**config.mk**
```make
export PLATFORM = sky130hd
export DESIGN_NAME = serial_offset_frequency_loader
export DESIGN_NICKNAME = d
export VERILOG_FILES = /design/src/hw/serial_offset_pkg.sv /design/src/hw/serial_offset_frequency_loader.sv
export SDC_FILE = /design/constraint.sdc
export NUM_CORES = 1
export LEC_CHECK = 0
export BUFFER_PORTS_ARGS = -buffer_cell sky130_fd_sc_hd__buf_2
export CORE_ASPECT_RATIO = 0.5
export CORE_UTILIZATION = 39
export DETAILED_ROUTE_END_ITERATION = 7
export GPL_ROUTABILITY_DRIVEN = 0
export PLACE_DENSITY = 0.54
export SLEW_MARGIN = 20
export SYNTH_ARGS = -nofsm -noshare
export SYNTH_HDL_FRONTEND = slang
export SYNTH_SLANG_ARGS = --single-unit
```
**constraint.sdc**
```tcl
create_clock -name clk_sys_i -period 2.13 [get_ports clk_sys_i]
set_input_delay 0.1065 -clock clk_sys_i [delete_from_list [all_inputs] [get_ports clk_sys_i]]
set_output_delay 0.1065 -clock clk_sys_i [all_outputs]
set_load 0.01 [all_outputs]
```
**src/hw/serial_offset_pkg.sv**
```systemverilog
// Purpose: Shared constants for the serial offset frequency loader
// Assumes: Single 250 MHz clock, word lengths of 8/16/24/32 bits
// Notes:   Word length select codes map 0..3 to 8..32 bits
package serial_offset_pkg;
  // Holding register width
  localparam int unsigned HOLD_W = 32;
  // Word length select field width and codes
  localparam int unsigned LEN_SEL_W = 2;
  localparam logic [1:0] LEN_SEL_8  = 2'h0;
  localparam logic [1:0] LEN_SEL_16 = 2'h1;
  localparam logic [1:0] LEN_SEL_24 = 2'h2;
  localparam logic [1:0] LEN_SEL_32 = 2'h3;
  // Bit counter width, enough to hold 32
  localparam int unsigned CNT_W = 6;
  // Reset values
  localparam logic [31:0] HOLD_RST = 32'h0000_0000;
  localparam logic [5:0]  CNT_RST  = 6'h00;
  // Buffer depth of the output staging buffer
  localparam int unsigned BUF_DEPTH = 2;

  // Port receiver state
  typedef enum logic [0:0] {
    ST_IDLE  = 1'b0,
    ST_SHIFT = 1'b1
  } rx_state_t;

  // Number of bits per word for a length select code
  function automatic logic [5:0] word_bits(input logic [1:0] sel);
    case (sel)
      LEN_SEL_8:  word_bits = 6'h08;
      LEN_SEL_16: word_bits = 6'h10;
      LEN_SEL_24: word_bits = 6'h18;
      default:    word_bits = 6'h20;
    endcase
  endfunction

  // Left-justify a received word, clearing unused low bits
  function automatic logic [31:0] left_justify(input logic [31:0] sh, input logic [1:0] sel);
    case (sel)
      LEN_SEL_8:  left_justify = {sh[7:0], 24'h000000};
      LEN_SEL_16: left_justify = {sh[15:0], 16'h0000};
      LEN_SEL_24: left_justify = {sh[23:0], 8'h00};
      default:    left_justify = sh;
    endcase
  endfunction
endpackage

```
**src/hw/serial_offset_frequency_loader.sv**
```systemverilog
// Purpose: Two serial ports loading carrier and resampler offset words
// Assumes: Inputs synchronous to clk_sys_i; one clock domain
// Notes:   Each port feeds a two-entry buffer toward the holding register
`timescale 1ns/1ps

// Notes on behaviour
// - two independent ports, carrier and resampler
// - word length selectable 8, 16, 24, 32
// - data sampled on rising clock edge
// - start loads down-counter; shift bit per clock
// - after last bit, push into buffer; head entry is the holding register
// - shift register ready again next cycle
// - short words left-justified, low bits zeroed
// - back-to-back words allowed, no idle gap
module serial_offset_frequency_loader (
  // Clock and reset
  input  wire logic                              clk_sys_i,
  input  wire logic                              arst_n_i,
  // Word length selects
  input  wire logic [serial_offset_pkg::LEN_SEL_W-1:0] carrier_len_sel_i,
  input  wire logic [serial_offset_pkg::LEN_SEL_W-1:0] resampler_len_sel_i,
  // Carrier offset serial port
  input  wire logic                              carrier_offset_serial_data_i,
  input  wire logic                              carrier_word_start_i,
  // Resampler offset serial port
  input  wire logic                              resampler_offset_serial_data_i,
  input  wire logic                              resampler_word_start_i,
  // Holding register drain handshakes
  input  wire logic                              carrier_hold_ready_i,
  input  wire logic                              resampler_hold_ready_i,
  // Holding registers
  output logic [serial_offset_pkg::HOLD_W-1:0]   carrier_offset_hold_o,
  output logic                                   carrier_hold_valid_o,
  output logic [serial_offset_pkg::HOLD_W-1:0]   resampler_offset_hold_o,
  output logic                                   resampler_hold_valid_o,
  // Sticky overflow flags, set when a word completes while the buffer is full and not popping
  output logic                                   carrier_overflow_o,
  output logic                                   resampler_overflow_o
);
  import serial_offset_pkg::*;

  // Timing of one word on one port, start seen at edge E, N bits long:
  //   edge E          start sampled while idle; length latched, counter loaded
  //   edges E+1..E+N  one data bit shifted in per edge, first bit is the MSB
  //   edge E+N        last bit lands, receiver back to idle, done flag set
  //   edge E+N+1      word pushed into the buffer; a new start may be taken
  //   after E+N+1     head and valid show the word when the buffer was empty
  // A start sampled at edge E+N is still inside the word and is ignored.
  // Back-to-back words cost N+1 cycles each, so 9 cycles for 8-bit words.
  //
  // Buffer behaviour:
  //   pop   when valid and ready are both high at an edge
  //   push  at the edge after the last bit, unless both entries are full
  //         and nothing pops in that same cycle
  //   drop  a word that finds the buffer full is lost; overflow sticks high
  // Overflow is cleared by reset only, so recovery from a lost word is a reset.

  // Per-port views of the pins, index 0 carrier, 1 resampler
  logic [1:0]                 data_in;
  logic [1:0]                 start_in;
  logic [1:0]                 ready_in;
  logic [LEN_SEL_W-1:0]       len_sel   [2];

  // Receiver state per port
  rx_state_t                  state_q   [2];
  rx_state_t                  state_d   [2];
  logic [CNT_W-1:0]           cnt_q     [2];
  logic [CNT_W-1:0]           cnt_d     [2];
  logic [HOLD_W-1:0]          shift_q   [2];
  logic [HOLD_W-1:0]          shift_d   [2];
  // Length latched at start so a select change mid-word cannot corrupt it
  logic [LEN_SEL_W-1:0]       len_q     [2];
  logic [LEN_SEL_W-1:0]       len_d     [2];

  // Completion flag, set at the edge that shifts the last bit
  logic [1:0]                 done_q;
  logic [1:0]                 done_d;
  // Finished word, left-justified, read only while done is high
  logic [HOLD_W-1:0]          word_val  [2];

  // Two-entry buffer per port, entry 0 is the holding register
  logic [HOLD_W-1:0]          buf_q     [2][BUF_DEPTH];
  logic [HOLD_W-1:0]          buf_d     [2][BUF_DEPTH];
  logic [1:0]                 fill_q    [2];
  logic [1:0]                 fill_d    [2];
  logic [1:0]                 push_ok;
  logic [1:0]                 pop;

  // Registered flags behind the valid and overflow outputs
  logic [1:0]                 valid_q;
  logic [1:0]                 valid_d;
  logic [1:0]                 ovf_q;
  logic [1:0]                 ovf_d;

  // Buffer occupancy after one cycle of push and pop
  // A push and a pop in one cycle leave the count as it was
  function automatic logic [1:0] fill_next(input logic [1:0] fill, input logic wr, input logic rd);
    logic [1:0] nxt;
    nxt = fill;
    if (wr && !rd) begin
      nxt = fill + 2'h1;
    end else if (rd && !wr) begin
      nxt = fill - 2'h1;
    end
    return nxt;
  endfunction

  // Port wiring into arrays; both ports are fully independent
  assign data_in    = {resampler_offset_serial_data_i, carrier_offset_serial_data_i};
  assign start_in   = {resampler_word_start_i, carrier_word_start_i};
  assign ready_in   = {resampler_hold_ready_i, carrier_hold_ready_i};
  assign len_sel[0] = carrier_len_sel_i;
  assign len_sel[1] = resampler_len_sel_i;

  // Receiver next state: wait for start, count down, shift one bit a clock
  // Starts seen while shifting fall into the shift branch and are ignored
  always_comb begin
    for (int p = 0; p < 2; p++) begin
      state_d[p] = state_q[p];
      cnt_d[p]   = cnt_q[p];
      shift_d[p] = shift_q[p];
      len_d[p]   = len_q[p];
      case (state_q[p])
        ST_IDLE: begin
          // Clearing the shifter keeps an aborted word from leaking later
          if (start_in[p]) begin
            state_d[p] = ST_SHIFT;
            cnt_d[p]   = word_bits(len_sel[p]);
            len_d[p]   = len_sel[p];
            shift_d[p] = HOLD_RST;
          end
        end
        ST_SHIFT: begin
          // New bit enters at the bottom, so the first bit ends highest
          shift_d[p] = {shift_q[p][HOLD_W-2:0], data_in[p]};
          cnt_d[p]   = cnt_q[p] - 6'h01;
          if (cnt_q[p] == 6'h01) begin
            // Idle again at once, so the next start may follow directly
            state_d[p] = ST_IDLE;
          end
        end
        default: begin
          state_d[p] = ST_IDLE;
        end
      endcase
    end
  end

  // Receiver registers
  always_ff @(posedge clk_sys_i or negedge arst_n_i) begin
    if (!arst_n_i) begin
      for (int p = 0; p < 2; p++) begin
        state_q[p] <= ST_IDLE;
        cnt_q[p]   <= CNT_RST;
        shift_q[p] <= HOLD_RST;
        len_q[p]   <= LEN_SEL_8;
      end
    end else begin
      for (int p = 0; p < 2; p++) begin
        state_q[p] <= state_d[p];
        cnt_q[p]   <= cnt_d[p];
        shift_q[p] <= shift_d[p];
        len_q[p]   <= len_d[p];
      end
    end
  end

  // Completion: the last bit is being shifted in this cycle
  always_comb begin
    for (int p = 0; p < 2; p++) begin
      done_d[p] = (state_q[p] == ST_SHIFT) && (cnt_q[p] == 6'h01);
    end
  end

  // Completion registers
  always_ff @(posedge clk_sys_i or negedge arst_n_i) begin
    if (!arst_n_i) begin
      done_q <= 2'h0;
    end else begin
      done_q <= done_d;
    end
  end

  // Two-entry buffer per port; head entry is the holding register
  // Back-to-back words need the buffer: a stalled drain keeps the head
  // The shifter still holds the word while done is high, even when a new
  // start is taken in the same cycle, because that start clears it only
  // at the following edge
  always_comb begin
    for (int p = 0; p < 2; p++) begin
      word_val[p] = left_justify(shift_q[p], len_q[p]);
      pop[p]      = valid_q[p] && ready_in[p];
      push_ok[p]  = done_q[p] && !(fill_q[p] == 2'h2 && !pop[p]);
      buf_d[p][0] = buf_q[p][0];
      buf_d[p][1] = buf_q[p][1];
      ovf_d[p]    = ovf_q[p];
      // Second entry moves forward on a pop
      if (pop[p]) begin
        buf_d[p][0] = buf_q[p][1];
      end
      // New word lands in the first entry that is free after the pop
      if (push_ok[p]) begin
        if (fill_q[p] == 2'h0 || (fill_q[p] == 2'h1 && pop[p])) begin
          buf_d[p][0] = word_val[p];
        end else begin
          buf_d[p][1] = word_val[p];
        end
      end
      // Full and not draining: the word is dropped and flagged
      if (done_q[p] && !push_ok[p]) begin
        ovf_d[p] = 1'b1;
      end
      fill_d[p]  = fill_next(fill_q[p], push_ok[p], pop[p]);
      valid_d[p] = (fill_d[p] != 2'h0);
    end
  end

  // Buffer registers
  always_ff @(posedge clk_sys_i or negedge arst_n_i) begin
    if (!arst_n_i) begin
      for (int p = 0; p < 2; p++) begin
        buf_q[p][0] <= HOLD_RST;
        buf_q[p][1] <= HOLD_RST;
        fill_q[p]   <= 2'h0;
      end
      valid_q <= 2'h0;
      ovf_q   <= 2'h0;
    end else begin
      for (int p = 0; p < 2; p++) begin
        buf_q[p][0] <= buf_d[p][0];
        buf_q[p][1] <= buf_d[p][1];
        fill_q[p]   <= fill_d[p];
      end
      valid_q <= valid_d;
      ovf_q   <= ovf_d;
    end
  end

  // Outputs straight from flip-flops
  // Valid has its own register so no compare sits after the flops
  assign carrier_offset_hold_o   = buf_q[0][0];
  assign resampler_offset_hold_o = buf_q[1][0];
  assign carrier_hold_valid_o    = valid_q[0];
  assign resampler_hold_valid_o  = valid_q[1];
  assign carrier_overflow_o      = ovf_q[0];
  assign resampler_overflow_o    = ovf_q[1];

  // Limitations:
  //   the length select is read only at the start edge of each word
  //   a sender that keeps start high is seen as one start per word, since
  //   starts are ignored while shifting
  //   data pins are taken as already synchronous to the system clock
  //   entry 1 keeps a stale copy after a pop; only the fill count decides
  //   whether it is live

endmodule // serial_offset_frequency_loader

```
=== Word-level counts from Yosys, hierarchy flattened ===
Index checks and enable logic that the tools add are counted.

* Flip-flop bits (word level): 220
* Latch bits: 0
* Bits in writable memories: 0
* ROM bits: 0
* Input bits: 12
* Output and inout bits: 68
* Logic and storage cells: 110
* Memories: 0

* Add/subtract/negate cells: 6
* Multiply operators: 0
* Divide/modulo/power cells: 0
* Order comparisons: 0
* Eq/ne operators: 16
* Shifts and indexed selects: 0
* Mux-type cells: 30
* Bitwise gates (word level): 4
* Reduce and logical (&&, ||, !) cells: 36

{| class="wikitable"
|+ Operators with widths
! kind !! count
|-
| two-way mux 32 bit || 8
|-
| one-hot mux 32 bit (3 select lines) || 2
|-
| two-way mux 64 bit || 2
|-
| one-hot mux 32 bit (2 select lines) || 2
|-
| one-hot mux 6 bit (3 select lines) || 2
|-
| one-hot mux 6 bit (2 select lines) || 2
|-
| logical AND 1 bit || 16
|-
| == test 2 x 1 -> 1 bit, second input constant || 6
|-
| == test 2 bit, second input constant || 6
|-
| == test 6 x 1 -> 1 bit, second input constant || 2
|-
| logical NOT 2 bit || 6
|-
| two-way mux 6 bit || 2
|-
| subtractor 6 x 1 -> 6 bit, second input constant || 2
|-
| two-way mux 2 bit || 4
|-
| AND reduction 2 bit || 4
|-
| logical NOT 1 bit || 6
|-
| adder 2 x 1 -> 2 bit, second input constant || 2
|-
| two-way mux 1 bit || 4
|-
| inequality test 2 bit, second input constant || 2
|-
| NOT 1 bit || 4
|-
| one-hot mux 1 bit (2 select lines) || 2
|-
| nonzero test 2 bit || 2
|-
| subtractor 2 x 1 -> 2 bit, second input constant || 2
|-
| logical OR 1 bit || 2
|}

=== Logic depth before layout (Yosys ltp) ===
* Depth in word-level cells: 10
* Depth in mapped cells: 6

=== Worst setup path before layout ===
OpenSTA, ideal clock, no wires.

* Path kind: reg2reg
* From: reg fill_q[1] in the netlist's numbering
* To: reg buf_q[25] in the netlist's numbering
* Arrival time: 1.819 ns
* Data required time: 2.005 ns
* Slack: 0.186 ns
* Stages on the path, launching flop included: 7
* Period minus slack after synthesis: 1.944 ns
* Cells stage by stage: dfrtp_1 inv_1 ha_1 and3_1 a2111oi_4 buf_4 mux2_2

* Cells in the longest elaborated chain, start to end: 5
* Elaborated cells on any way between the ends: 10
* Classes of those cells: eq/ne (2); bitwise (1); reduce/logical (7)

{| class="wikitable"
|+ Ends and longest elaborated chain
! element !! RTL line !! text
|-
| start: declaration || serial_offset_frequency_loader.sv:84 || <nowiki>logic [1:0] fill_q [2];</nowiki>
|-
| start signal: indexed assignment || serial_offset_frequency_loader.sv:232 || <nowiki>fill_q[p] <= fill_d[p];</nowiki>
|-
| == test 2 bit / == test 2 x 1 -> 1 bit (equally long branches) || serial_offset_frequency_loader.sv:193, serial_offset_frequency_loader.sv:203 ||
|-
| logical AND 1 bit (on tied branches) || serial_offset_frequency_loader.sv:193, serial_offset_frequency_loader.sv:203 ||
|-
| logical NOT 1 bit / logical OR 1 bit (equally long branches) || serial_offset_frequency_loader.sv:193, serial_offset_frequency_loader.sv:203 ||
|-
| logical AND 1 bit / NOT 1 bit (equally long branches) || - ||
|-
| AND reduction 2 bit (no line) * || - ||
|-
| end signal: indexed assignment || serial_offset_frequency_loader.sv:230 || <nowiki>buf_q[p][0] <= buf_d[p][0];</nowiki>
|-
| end signal: indexed assignment || serial_offset_frequency_loader.sv:231 || <nowiki>buf_q[p][1] <= buf_d[p][1];</nowiki>
|-
| end: declaration || serial_offset_frequency_loader.sv:82 || <nowiki>logic [HOLD_W-1:0] buf_q [2][BUF_DEPTH];</nowiki>
|}

Mark *: on every way between the ends. The rest lies on a longest branch, timed or not.
A chain may end at the register's enable or synchronous reset.

=== Worst setup path in the final report ===
* From: reg fill_q[3] in the netlist's numbering
* To: reg buf_q[95] in the netlist's numbering

The elaborated chain is that of the path after synthesis.

==> metrics.md <==
| Metric | Value |
|---|---|
| Status | finished clean |
| Starting density of the core | 40.3% |
| Placed cell areas | 11800 um^2 |
| Largest net degree at the start of global routing | 67 |
| Clk_lat worst skew | 0.52 ns |
| TritonRoute pass-1 iters | 4 |
| Initial antenna violation count | 0 |
| Peak supply drop | 0.566 mV |
| I/O Buffers | 79 |
| Least-Margin Pin Slew | 0.684 ns |
| Placed cell count | 1379 |
| Syn_nets | 1040 |
| Cells on worst reg2reg path | 6 |
| Number of synthesized register bits | 220 |
| Setup crit end kind | flop |
| Root Driver | clkbuf_16 |
| Max Cap Violations | 0 |
| CTS tree | done |
| Final Core Density | 45.1% |
| # fillers | 2578 |
| DRC viols | 0 |
| Worst hold slack | 0.0203 ns |
| Boundary pin count | 80 |
| CTS Buffer Depth | 3 |
| Period utilization | 94.7% |
| Total congestion overflow | 0 |
| Sequential cell area fraction in the yosys report | 48.6% |
| First-pass GRT wire length | 39200 um |
| Most used DFF post-synth | dfrtp_1 |
| Synth cell types | 46 |
| Die ar. | 29800 um^2 |
| # setup viols final | 0 |
| Critical path launch point | fill_q[3] |
| Adder-cell area share of the yosys netlist | 1.77% |
| Fin crit period | 2.02 ns |
| 1st-iter DRT viols | 415 |
| Site row count | 43 |
| Hold Crit Class | in2reg |
| DIE WIDTH | 243 um |
| Xor-xnor portion of the synthesized cell area | 0.232% |
| Vias per cell | 5.02 |
| Slew margin rel. | 54.4% |
| Critical Path Fanout Max | 9 |
| Unrepaired setup endpoints after global routing | false |
| Worst-path clk slew | 0.06 ns |
| CP startpoint kind | flop |
| Cells after synthesis | 1012 |
| Synth Area in Simple Gates | 9.39% |
| Worst hold path cell count | 2 |
| Fin nets | 1059 |
| WS Path Type | reg2reg |
| Arrival time at the worst endpoint | 2.41 ns |
| Via count | 7170 |
| Lkg Pwr | 6.03 nW |
| Synthesis-to-layout area growth | 12.0% |
| Final WL | 23900 um |
| Vias in the first global route | 7354 |
| Post-synthesis mux area share | 24.1% |
| Most common cell after layout, fill and taps aside | dfrtp_1 |
| GRT Total Usage | 16.4% |
| Post-synth EDFFs | 0 |
| RR Startpoint | fill_q[3] |
| Main combinational cell family by area after synthesis | multiplexers |
| Die H | 123 um |
| Syn Area/Cell | 11.2 um^2 |
| Most frequent cells in the layout | 218 x dfrtp_1, 146 x mux2i_1, 105 x nand2_1, 78 x buf_2, 77 x o21ai_0 |
| Antenna Nets Post-Route | 0 |
| Post-Syn Area | 11300 um^2 |
| Number of diodes | 0 |
| Core Box Area | 28100 um^2 |
| Cell Pwr Density | 1480 nW/um^2 |
| FFs w/ async S/R, synth | 100% |
| Max-slew violations | 0 |
| Total CTS buffers | 22 |
| H-tree depth | 1 |
| CTS Sinks | 220 |
| Layout cell share with drive strength beyond 1 | 23.5% |
| Min-delay src | carrier_word_start_i |
| Layout Skew | 0.00835 ns |
| Post-synthesis compound-gate area fraction | 7.17% |
| Worst EP required | 2.53 ns |
| Fin Setup TNS | 0 ns |
| F_max | 496 MHz |
| Hold Violations, Final | 0 |
| YS warnings | 0 |
| Layout Cells excl Fill | 1427 |
| Detailed Place HPWL | 15700 um |
| Drt wl/cell | 16.7 um |
| Post-route cell area | 12700 um^2 |
[stage by stage]
step / power, mW / setup slack (ns)
global placement: 14.6 / 0.126
detailed placement: 14.8 / 0.0232
global route: 20.2 / 0.00943
floorplan: 13.1 / 0.186
CTS: 19.0 / 0.0228
finish: 18.7 / 0.112
[power breakdown]
group | leakage [nW] | total, mW | switching [mW] | internal (mW)
combinational | 3.01 | 6.86 | 3.38 | 3.47
clock | 0.363 | 4.07 | 1.64 | 2.43
sequential | 2.66 | 7.80 | 1.69 | 6.12
total | 6.03 | 18.7 | 6.71 | 12.0
[kinds of logic (layout without fill, tap and decap cells)]
| kind of cell | after synthesis | count (layout) |
|---|---|---|
| xor+xnor | 3 | 3 |
| simple gates | 213 | 213 |
| fa+ha+maj | 16 | 16 |
| compound gates | 129 | 129 |
| flops | 220 | 220 |
| buf+inv | 188 | 221 |
| mux | 243 | 243 |
[Yosys cell counts, types with 16 or more instances]
master / number / area share (%)
buf_2: 17 / 0.75
nand2_1: 105 / 3.5
a22oi_1: 17 / 1.1
buf_4: 70 / 4.6
mux2i_1: 146 / 13
ha_1: 16 / 1.8
clkbuf_1: 35 / 1.2
mux4_2: 16 / 3.2
o21ai_0: 77 / 3.4
mux2_2: 75 / 7.5
dfrtp_1: 220 / 49
inv_1: 64 / 2.1
nand2b_1: 68 / 3.8
[final cells by class]
class / instances / area, um^2 / area share [%]
Tap cell: 382 / 478 / 3.77
Clock inverter: 2 / 60.1 / 0.473
Timing Repair Buffer: 119 / 860 / 6.77
Multi-Input combinational cell: 604 / 4860 / 38.3
Inverter: 64 / 240 / 1.89
Sequential cell: 220 / 5510 / 43.4
Clock buffer: 36 / 684 / 5.39
[state kept, by name (all words and copies together) (netlist names)]
register                 count
done_q                       2
len_q                        4
shift_q                     64
ovf_q                        2
resampler_offset_hold_o     32
state_q                      2
fill_q                       4
cnt_q                       12
buf_q                       64
valid_q                      2
carrier_offset_hold_o       32
[routing by layer]
metal	vias to the layer above	global-route usage, %	routed length, um
met1	3611	22.0	11100
met3	38	3.06	729
met5	-	0	0
li1	3436	-	-
met2	85	27.5	11400
met4	0	4.05	626
[worst paths after layout]
| path | endpoint | slack, ns |
|---|---|---|
| max | buf_q[95] | 0.11 |
| max in group asynchronous | shift_q[37] | 1.22 |
| min | shift_q[62] | 0.02 |
| min reg2reg | ovf_q[1] | 0.47 |
| max reg2reg | buf_q[95] | 0.11 |
| min in group asynchronous | fill_q[1] | 0.12 |
[what timing repair did]
item	in CTS	in global routing
setup endpoints to repair	0	11
hold buffers	8	0
endpoints found under the hold margin	76	0
buffers inserted	0	1
resized for setup	0	1
[worst max-delay path, cell delays in order, from the launching register on]
cell and delay (ns):
dfrtp_1 0.41, inv_1 0.09, ha_1 0.19, and3_1 0.21, a2111oi_4 0.46, buf_6 0.22
mux2_2 0.33
Power figures use the tool's default switching activity.
